## config.mk

```make
export PLATFORM = sky130hd
export DESIGN_NAME = mvdf_formatter
export DESIGN_NICKNAME = d
export VERILOG_FILES = /design/src/core/mvdf_pkg.sv /design/src/core/mvdf_bin2bcd.sv /design/src/core/mvdf_formatter.sv
export VERILOG_INCLUDE_DIRS = /design/src /design/src/core
export SDC_FILE = /design/constraint.sdc
export NUM_CORES = 1
export LEC_CHECK = 0
export BUFFER_PORTS_ARGS = -buffer_cell sky130_fd_sc_hd__buf_2
export CAP_MARGIN = 5
export CELL_PAD_IN_SITES_DETAIL_PLACEMENT = 1
export CELL_PAD_IN_SITES_GLOBAL_PLACEMENT = 1
export CORE_ASPECT_RATIO = 0.75
export CORE_MARGIN = 2
export CORE_UTILIZATION = 49
export CTS_BUF_LIST = sky130_fd_sc_hd__clkbuf_8
export DETAILED_ROUTE_END_ITERATION = 12
export GPL_TIMING_DRIVEN = 0
export PLACE_DENSITY_LB_ADDON = 0.3
export SLEW_MARGIN = 15
export SYNTH_ARGS = -nofsm -noshare
export SYNTH_HDL_FRONTEND = slang
export SYNTH_SLANG_ARGS = --single-unit
```

## constraint.sdc

```tcl
create_clock -name core_clk_i -period 8.1 [get_ports core_clk_i]
set_input_delay 1.62 -clock core_clk_i [delete_from_list [all_inputs] [get_ports core_clk_i]]
set_output_delay 1.62 -clock core_clk_i [all_outputs]
set_load 0.05 [all_outputs]
```

## src/core/mvdf_consts.svh

```systemverilog
// constants for the monitor value display formatter
// assumes inclusion by bare name from the package and the design files
`ifndef MVDF_CONSTS_SVH
`define MVDF_CONSTS_SVH

// display geometry
`define MVDF_POSITIONS 5
`define MVDF_SEG_W 7
`define MVDF_VAL_W 32
`define MVDF_HALF_W 16
`define MVDF_BCD_DIGITS 10

// glyph codes: 0..15 are hex digits
`define MVDF_GLYPH_W 5
`define MVDF_GLYPH_HI 5'h10
`define MVDF_GLYPH_LO 5'h11
`define MVDF_GLYPH_BLANK 5'h12

// segment patterns, bit order g f e d c b a
`define MVDF_SEG_0 7'h3F
`define MVDF_SEG_1 7'h06
`define MVDF_SEG_2 7'h5B
`define MVDF_SEG_3 7'h4F
`define MVDF_SEG_4 7'h66
`define MVDF_SEG_5 7'h6D
`define MVDF_SEG_6 7'h7D
`define MVDF_SEG_7 7'h07
`define MVDF_SEG_8 7'h7F
`define MVDF_SEG_9 7'h6F
`define MVDF_SEG_A 7'h77
`define MVDF_SEG_B 7'h7C
`define MVDF_SEG_C 7'h39
`define MVDF_SEG_D 7'h5E
`define MVDF_SEG_E 7'h79
`define MVDF_SEG_F 7'h71
`define MVDF_SEG_H 7'h74
`define MVDF_SEG_L 7'h38
`define MVDF_SEG_OFF 7'h00

// decimal-point patterns across the five positions
`define MVDF_DP_NONE 5'h00
`define MVDF_DP_ALL 5'h1F
`define MVDF_DP_UPPER 5'h02
`define MVDF_DP_LOWER 5'h01

// double-dabble correction
`define MVDF_BCD_LIMIT 4'h5
`define MVDF_BCD_ADJ 4'h3

`endif

```

## src/core/mvdf_pkg.sv

```systemverilog
// types for the monitor value display formatter
// assumes mvdf_consts.svh is on the include path
`include "mvdf_consts.svh"

package mvdf_pkg;

   // gray codes along idle -> convert -> show
   typedef enum logic [1:0] {
      MVDF_IDLE = 2'h0,
      MVDF_CONV = 2'h1,
      MVDF_SHOW = 2'h3
   } mvdf_state_t;

   typedef logic [`MVDF_GLYPH_W-1:0] mvdf_glyph_t;

endpackage

```

## src/core/mvdf_bin2bcd.sv

```systemverilog
// sequential binary to bcd converter (shift and add three)
// assumes start only while idle; one bit per enabled clock
`timescale 1ns/1ps
`default_nettype none
`include "mvdf_consts.svh"

module mvdf_bin2bcd #(
   parameter int IN_W = `MVDF_VAL_W,
   parameter int DIGITS = `MVDF_BCD_DIGITS
) (
   // clock and reset
   input wire logic core_clk_i,
   input wire logic rst_n_i,
   input wire logic ce_i,
   // request
   input wire logic start_i,
   input wire logic [IN_W-1:0] bin_i,
   // result
   output logic busy_o,
   output logic done_o,
   output logic [4*DIGITS-1:0] bcd_o
);

   localparam int CNT_W = $clog2(IN_W + 1);

   logic [IN_W-1:0] sh_reg;
   logic [4*DIGITS-1:0] acc_reg;
   logic [CNT_W-1:0] cnt_reg;
   logic [4*DIGITS-1:0] adj;
   wire logic last;

   // correct each digit before the shift
   genvar g;
   generate
      for (g = 0; g < DIGITS; g++) begin : g_adj
         wire logic [3:0] dig = acc_reg[4*g +: 4];
         assign adj[4*g +: 4] = (dig >= `MVDF_BCD_LIMIT) ? dig + `MVDF_BCD_ADJ : dig;
      end
   endgenerate

   assign last = (cnt_reg == CNT_W'(1));

   always_ff @(posedge core_clk_i or negedge rst_n_i) begin
      if (!rst_n_i) begin
         sh_reg <= '0;
         acc_reg <= '0;
         cnt_reg <= '0;
         busy_o <= 1'b0;
         done_o <= 1'b0;
         bcd_o <= '0;
      end else if (ce_i) begin
         done_o <= 1'b0;
         if (start_i && !busy_o) begin
            sh_reg <= bin_i;
            acc_reg <= '0;
            cnt_reg <= CNT_W'(IN_W);
            busy_o <= 1'b1;
         end else if (busy_o) begin
            acc_reg <= {adj[4*DIGITS-2:0], sh_reg[IN_W-1]};
            sh_reg <= {sh_reg[IN_W-2:0], 1'b0};
            cnt_reg <= cnt_reg - CNT_W'(1);
            if (last) begin
               busy_o <= 1'b0;
               done_o <= 1'b1;
               bcd_o <= {adj[4*DIGITS-2:0], sh_reg[IN_W-1]};
            end
         end
      end
   end

endmodule

`default_nettype wire

```

## src/core/mvdf_formatter.sv

```systemverilog
// five-digit seven-segment formatter for monitor and parameter values
// assumes a value source that strobes update_i with its fixed format
// Overview of operation
// - 16-bit hex shows four digits, no prefix
// - 16-bit decimal converted to five decimal digits
// - 32-bit decimal split, upper/lower marked by points; negative ones light all points instead
// - 32-bit hex halves prefixed by h or L
// - negative decimal lights decimal points, no minus
// - hex never marks negative values
// - 32-bit monitor values, key selects shown half
// - format fixed per parameter, operator cannot change
// - same formatting in monitor and edit modes
`timescale 1ns/1ps
`default_nettype none
`include "mvdf_consts.svh"

module mvdf_formatter #(
   parameter int VAL_W = `MVDF_VAL_W,
   parameter int POS = `MVDF_POSITIONS
) (
   // clock, reset, enable
   input wire logic core_clk_i,
   input wire logic rstn_i,
   input wire logic ce_i,
   // value source
   input wire logic update_i,
   input wire logic [VAL_W-1:0] value_i,
   input wire logic wide_i,
   input wire logic hex_i,
   input wire logic signed_i,
   // front-panel key and mode
   input wire logic half_hi_i,
   input wire logic edit_mode_i,
   // display drive
   output logic [POS*`MVDF_SEG_W-1:0] seg_o,
   output logic [POS-1:0] dp_o,
   output logic busy_o,
   output logic valid_o,
   output logic edit_mode_o
);

   localparam int HW = `MVDF_HALF_W;
   localparam int DIG = `MVDF_BCD_DIGITS;

   // reset release
   logic rst_s1_reg;
   logic rst_s2_reg;

   always_ff @(posedge core_clk_i or negedge rstn_i) begin
      if (!rstn_i) begin
         rst_s1_reg <= 1'b0;
         rst_s2_reg <= 1'b0;
      end else begin
         rst_s1_reg <= 1'b1;
         rst_s2_reg <= rst_s1_reg;
      end
   end

   // release is synchronised; assertion still acts at once
   wire logic rst_n = rst_s2_reg;

   // latched value and its fixed format
   mvdf_pkg::mvdf_state_t state_reg;
   mvdf_pkg::mvdf_state_t state_next;
   logic [VAL_W-1:0] val_reg;
   logic wide_reg;
   logic hex_reg;
   logic neg_reg;

   // sign and magnitude of the incoming value
   wire logic [HW-1:0] v16 = value_i[HW-1:0];
   wire logic neg16 = signed_i && v16[HW-1];
   wire logic neg32 = signed_i && value_i[VAL_W-1];
   // most negative 16-bit value still fits as an unsigned magnitude
   wire logic [HW-1:0] mag16 = neg16 ? HW'(-v16) : v16;
   wire logic [VAL_W-1:0] mag32 = neg32 ? VAL_W'(-value_i) : value_i;
   wire logic [VAL_W-1:0] mag = wide_i ? mag32 : {{(VAL_W-HW){1'b0}}, mag16};
   wire logic neg_in = !hex_i && (wide_i ? neg32 : neg16);

   // an update during conversion is dropped, not queued
   wire logic take = update_i && (state_reg != mvdf_pkg::MVDF_CONV);
   wire logic conv_busy;
   wire logic conv_done;
   wire logic [4*DIG-1:0] bcd;

   // conversion runs for hex too; costs VAL_W cycles but keeps one path
   mvdf_bin2bcd #(
      .IN_W(VAL_W),
      .DIGITS(DIG)
   ) u_bcd (
      .core_clk_i(core_clk_i),
      .rst_n_i(rst_n),
      .ce_i(ce_i),
      .start_i(take),
      .bin_i(mag),
      .busy_o(conv_busy),
      .done_o(conv_done),
      .bcd_o(bcd)
   );

   // default pulls an upset state code back to idle
   always_comb begin
      state_next = state_reg;
      unique case (state_reg)
         mvdf_pkg::MVDF_IDLE: if (take) state_next = mvdf_pkg::MVDF_CONV;
         mvdf_pkg::MVDF_CONV: if (conv_done) state_next = mvdf_pkg::MVDF_SHOW;
         mvdf_pkg::MVDF_SHOW: if (take) state_next = mvdf_pkg::MVDF_CONV;
         default: state_next = mvdf_pkg::MVDF_IDLE;
      endcase
   end

   // format is latched with the value only; no key path touches it
   always_ff @(posedge core_clk_i or negedge rst_n) begin
      if (!rst_n) begin
         state_reg <= mvdf_pkg::MVDF_IDLE;
         val_reg <= '0;
         wide_reg <= 1'b0;
         hex_reg <= 1'b0;
         neg_reg <= 1'b0;
      end else if (ce_i) begin
         state_reg <= state_next;
         if (take) begin
            val_reg <= value_i;
            wide_reg <= wide_i;
            hex_reg <= hex_i;
            neg_reg <= neg_in;
         end
      end
   end

   // view decode shared by the hex and decimal paths
   wire logic show_hi = wide_reg && half_hi_i;
   wire logic show_now = (state_reg == mvdf_pkg::MVDF_SHOW);
   wire logic show_soon = (state_next == mvdf_pkg::MVDF_SHOW);
   wire logic neg_dec = !hex_reg && neg_reg;

   // view selection
   // the key acts on the stored value, so a half swap needs no reconversion
   wire logic [HW-1:0] hex_half = show_hi ?
      val_reg[VAL_W-1:HW] : val_reg[HW-1:0];
   wire logic [4*POS-1:0] dec_view = show_hi ?
      bcd[4*DIG-1:4*POS] : bcd[4*POS-1:0];
   // 16-bit hex leaves the leftmost position dark
   wire mvdf_pkg::mvdf_glyph_t hex_lead = !wide_reg ? `MVDF_GLYPH_BLANK :
      (half_hi_i ? `MVDF_GLYPH_HI : `MVDF_GLYPH_LO);
   wire logic [POS-1:0] half_mark = !wide_reg ? `MVDF_DP_NONE :
      (half_hi_i ? `MVDF_DP_UPPER : `MVDF_DP_LOWER);
   // sign marks win over half marks; a negative wide value loses its half cue
   wire logic [POS-1:0] dp_next = hex_reg ? `MVDF_DP_NONE :
      (neg_dec ? `MVDF_DP_ALL : half_mark);

   // unknown glyph codes stay dark

   function automatic logic [`MVDF_SEG_W-1:0] glyph_seg(input mvdf_pkg::mvdf_glyph_t g);
      logic [`MVDF_SEG_W-1:0] s;
      s = `MVDF_SEG_OFF;
      case (g)
         5'h00: s = `MVDF_SEG_0;
         5'h01: s = `MVDF_SEG_1;
         5'h02: s = `MVDF_SEG_2;
         5'h03: s = `MVDF_SEG_3;
         5'h04: s = `MVDF_SEG_4;
         5'h05: s = `MVDF_SEG_5;
         5'h06: s = `MVDF_SEG_6;
         5'h07: s = `MVDF_SEG_7;
         5'h08: s = `MVDF_SEG_8;
         5'h09: s = `MVDF_SEG_9;
         5'h0A: s = `MVDF_SEG_A;
         5'h0B: s = `MVDF_SEG_B;
         5'h0C: s = `MVDF_SEG_C;
         5'h0D: s = `MVDF_SEG_D;
         5'h0E: s = `MVDF_SEG_E;
         5'h0F: s = `MVDF_SEG_F;
         `MVDF_GLYPH_HI: s = `MVDF_SEG_H;
         `MVDF_GLYPH_LO: s = `MVDF_SEG_L;
         default: s = `MVDF_SEG_OFF;
      endcase
      return s;
   endfunction

   // one glyph per position; leading zeros kept in decimal
   // leftmost position carries the hex prefix (dark for 16-bit hex) or the top decimal digit
   logic [POS*`MVDF_SEG_W-1:0] seg_next;
   genvar p;
   generate
      for (p = 0; p < POS; p++) begin : g_pos
         mvdf_pkg::mvdf_glyph_t gl;
         if (p == POS - 1) begin : g_lead
            assign gl = hex_reg ? hex_lead : {1'b0, dec_view[4*p +: 4]};
         end else begin : g_body
            assign gl = hex_reg ? {1'b0, hex_half[4*p +: 4]} : {1'b0, dec_view[4*p +: 4]};
         end
         assign seg_next[`MVDF_SEG_W*p +: `MVDF_SEG_W] = glyph_seg(gl);
      end
   endgenerate

   wire logic busy_next = conv_busy || take;

   // edit and monitor share this path unchanged; mode only passes through
   always_ff @(posedge core_clk_i or negedge rst_n) begin
      if (!rst_n) begin
         seg_o <= '0;
         dp_o <= '0;
         busy_o <= 1'b0;
         valid_o <= 1'b0;
         edit_mode_o <= 1'b0;
      end else if (ce_i) begin
         busy_o <= busy_next;
         // valid rises with the show state, one edge before the first render
         valid_o <= show_soon;
         edit_mode_o <= edit_mode_i;
         if (show_now) begin
            seg_o <= seg_next;
            dp_o <= dp_next;
         end
      end
   end

endmodule

`default_nettype wire

```

==> results.md <==
* Crit end category: register
* Die ar. at 23800 um^2
* Largest area contributor in the netlist: dfrtp_1
* Core Box Area at 22100 um^2
* Layout cells sized above 1 at 0.157
* RR Startpoint: hex_reg$_DFFE_PN0P_
* Distinct cells, synth at 66
* Placed cell areas at 11900 um^2
* Post-synth net total at 1234
* Syn avg cell area at 9.76 um^2
* Final hold vios at 0
* Top-count cell post-synth: dfrtp_1
* Grt ovf at 0
* Setup crit start: half_hi_i
* # Post-CTS Setup Buffers at 0
* Total power draw at 0.00502 W
* Area contributors post-synth: dfrtp_1 (45%), ha_1 (6.7%), o21ai_0 (5.9%), mux2_2 (4.6%), nand2_1 (4.4%)
* H-tree levels at 4
* Final period util at 0.442
* Post-synthesis sequential element count at 200
* Routability cong. at 0.930
* Num CTS Buffers at 17
* Mapped cell area at 11100 um^2
* Critical path class: input port to register
* Initial antenna violation count at 1
* Worst Tran Pin Value at 912 ps
* # IOs at 84
* Routed length per instance at 23.0 um
* Worst Skew at 17.9 ps
* First-pass DRT Iterations at 5
* DRC at 0
* Diodes inserted at 0
* Post-synth top area share at 0.452
* Site Rows at 47
* Register area at 5010 um^2
* CP Launch Type: input port
* Post-DP HPWL at 26.8 mm
* Hold crit path type: register to asynchronous set/reset pin
* Cell area power density at 408 nW/um^2
* All-Layer GR Usage at 0.309
* Syn Inst Count at 1134
* Max-slew violations at 0
* DR iter-0 viols at 768
* Die H at 134 um
* CTS Root Cell: clkbuf_8
* Reg2reg setup slack at 4780 ps
* Asr flop ratio synth at 1.00
* Yosys warning count at 0
* Number of global-route vias before repair at 9937
* Data required time of the worst path at 8490 ps
* Chip Width at 178 um
* RSZ-0062 raised after global routing: no
* Seq/Total Area, Yosys at 0.452
* CTS tree: done
* Clock transition at path regs at 110 ps
* Area growth syn-to-layout at 11.2%
* FILL cells at 2552
* Largest net degree at the start of global routing at 59
* CTS Buffer Depth at 2
* Maximum fanout along the worst path at 10
* Port buffer count at 82
* Max frequency at 279 MHz
* Layout Nets at 1338
* Initial Util at 0.500
* Post-synth top flop: dfrtp_1
* Post-synth EDFFs at 0
* Design area at 12300 um^2
* DRT antenna net count at 0
* Clock Latency Late Sink at 500 ps
* Top cells by count, synth: dfrtp_1 (200), o21ai_0 (131), nand2_1 (130)
* Via density at 6.23
* Footprint of the multi-input gates at 5570 um^2
* First-pass GRT wire length at 56.4 mm
* Peak supply drop at 0.179 mV
* Via count at 9612
* P_leak at 5.30 nW
* Max cap viols at 0
* Total Routed Length at 35.5 mm
* Post_cts resized at 0
* Tmin final at 3580 ps
* Outcome: complete, no violations
* CP Data Arrival Time at 3970 ps
* Hold_ws at 358 ps
* Slew HR at 0.387
* Final setup violation count at 0
* Clock tree sinks at 200
* Post-cts hold buffer count at 0
[stage by stage]
step,util,cells,setup slack [ps],TNS [ps]
global route,0.557,1544,4350,0
CTS,0.557,1544,4570,0
finish,0.557,1544,4520,0
floorplan,-,1134,2110,0
detailed placement,0.539,1513,4050,0
global placement,0.536,1510,-374,-68470
[final timing paths]
| kind | to | depth (start not counted) |
|---|---|---|
| min in group core_clk_i | rst_n$_DFF_PN0_ | 0 |
| setup reg to reg | seg_o[34]$_DFFE_PN0P_ | 11 |
| hold / removal | u_bcd.acc_reg[18]$_DFFE_PN0P_ | 0 |
| hold reg to reg | u_bcd.acc_reg[18]$_DFFE_PN0P_ | 0 |
| max in group asynchronous | u_bcd.sh_reg[17]$_DFFE_PN0P_ | 2 |
| setup / recovery | seg_o[1]$_DFFE_PN0P_ | 9 |
[final cells by class]
class	instances	area share
tap	294	0.0299
buffer	63	0.0221
timing repair buffer	85	0.0394
sequential	200	0.407
inverter	58	0.0177
clock inverter	14	0.0123
multi-input combinational	813	0.453
clock buffer	17	0.0190
[routing by layer]
layer / GRT usage / wire, um / vias to the layer above
li1: - / - / 4281
met1: 0.443 / 15700 / 4935
met2: 0.492 / 16800 / 333
met3: 0.0490 / 2230 / 61
met4: 0.0783 / 728 / 2
met5: 0 / 13 / -
[cell usage in the layout (no fill, tap or decap), types with 6 or more instances in the layout]
master	netlist	final
o22ai_1	36	36
mux4_2	18	18
ha_1	59	59
and2_1	8	8
buf_2	4	86
mux2_2	45	45
nor3_1	11	11
mux2i_1	10	10
o21ai_0	131	131
a32o_1	11	11
nand3_1	38	38
dfrtp_1	200	199
xor2_1	6	6
o31ai_1	20	20
clkbuf_1	51	51
inv_1	58	59
nor2_1	48	48
a21oi_1	76	76
nor4_1	6	6
nor3b_1	20	20
clkinvlp_4	0	6
xnor2_1	32	32
nand2b_1	15	15
a31oi_1	10	10
a32oi_1	11	11
nand2_1	130	130
clkbuf_8	0	17
[logic make-up (layout without fill, tap and decap cells)]
logic type,Yosys count,after routing,synth area share
other,1,1,0.000339
multiplexers,74,74,0.0928
adder cells (fa/ha/maj),59,59,0.0667
XOR/XNOR,38,38,0.0301
buffers and inverters,121,237,0.0442
AO/OA/AOI/OAI,335,335,0.182
flip-flops,200,200,0.452
AND/OR/NAND/NOR,306,306,0.132
[power breakdown]
| group | total [W] | leakage, nW | switching, W | internal, W |
|---|---|---|---|---|
| Clock | 0.000668 | 0.180 | 0.000393 | 0.000275 |
| Sequential | 0.00180 | 2.52 | 0.000376 | 0.00142 |
| Combinational | 0.00255 | 2.60 | 0.00164 | 0.000915 |
[worst max-delay path, stage by stage]
cell and delay [ps]:
buf_2 160, and2_4 160, buf_6 150, buf_6 200, mux4_2 620, ha_1 360
or4b_1 530, o21ai_0 90, a21oi_1 60
Power figures use the tool's default switching activity.
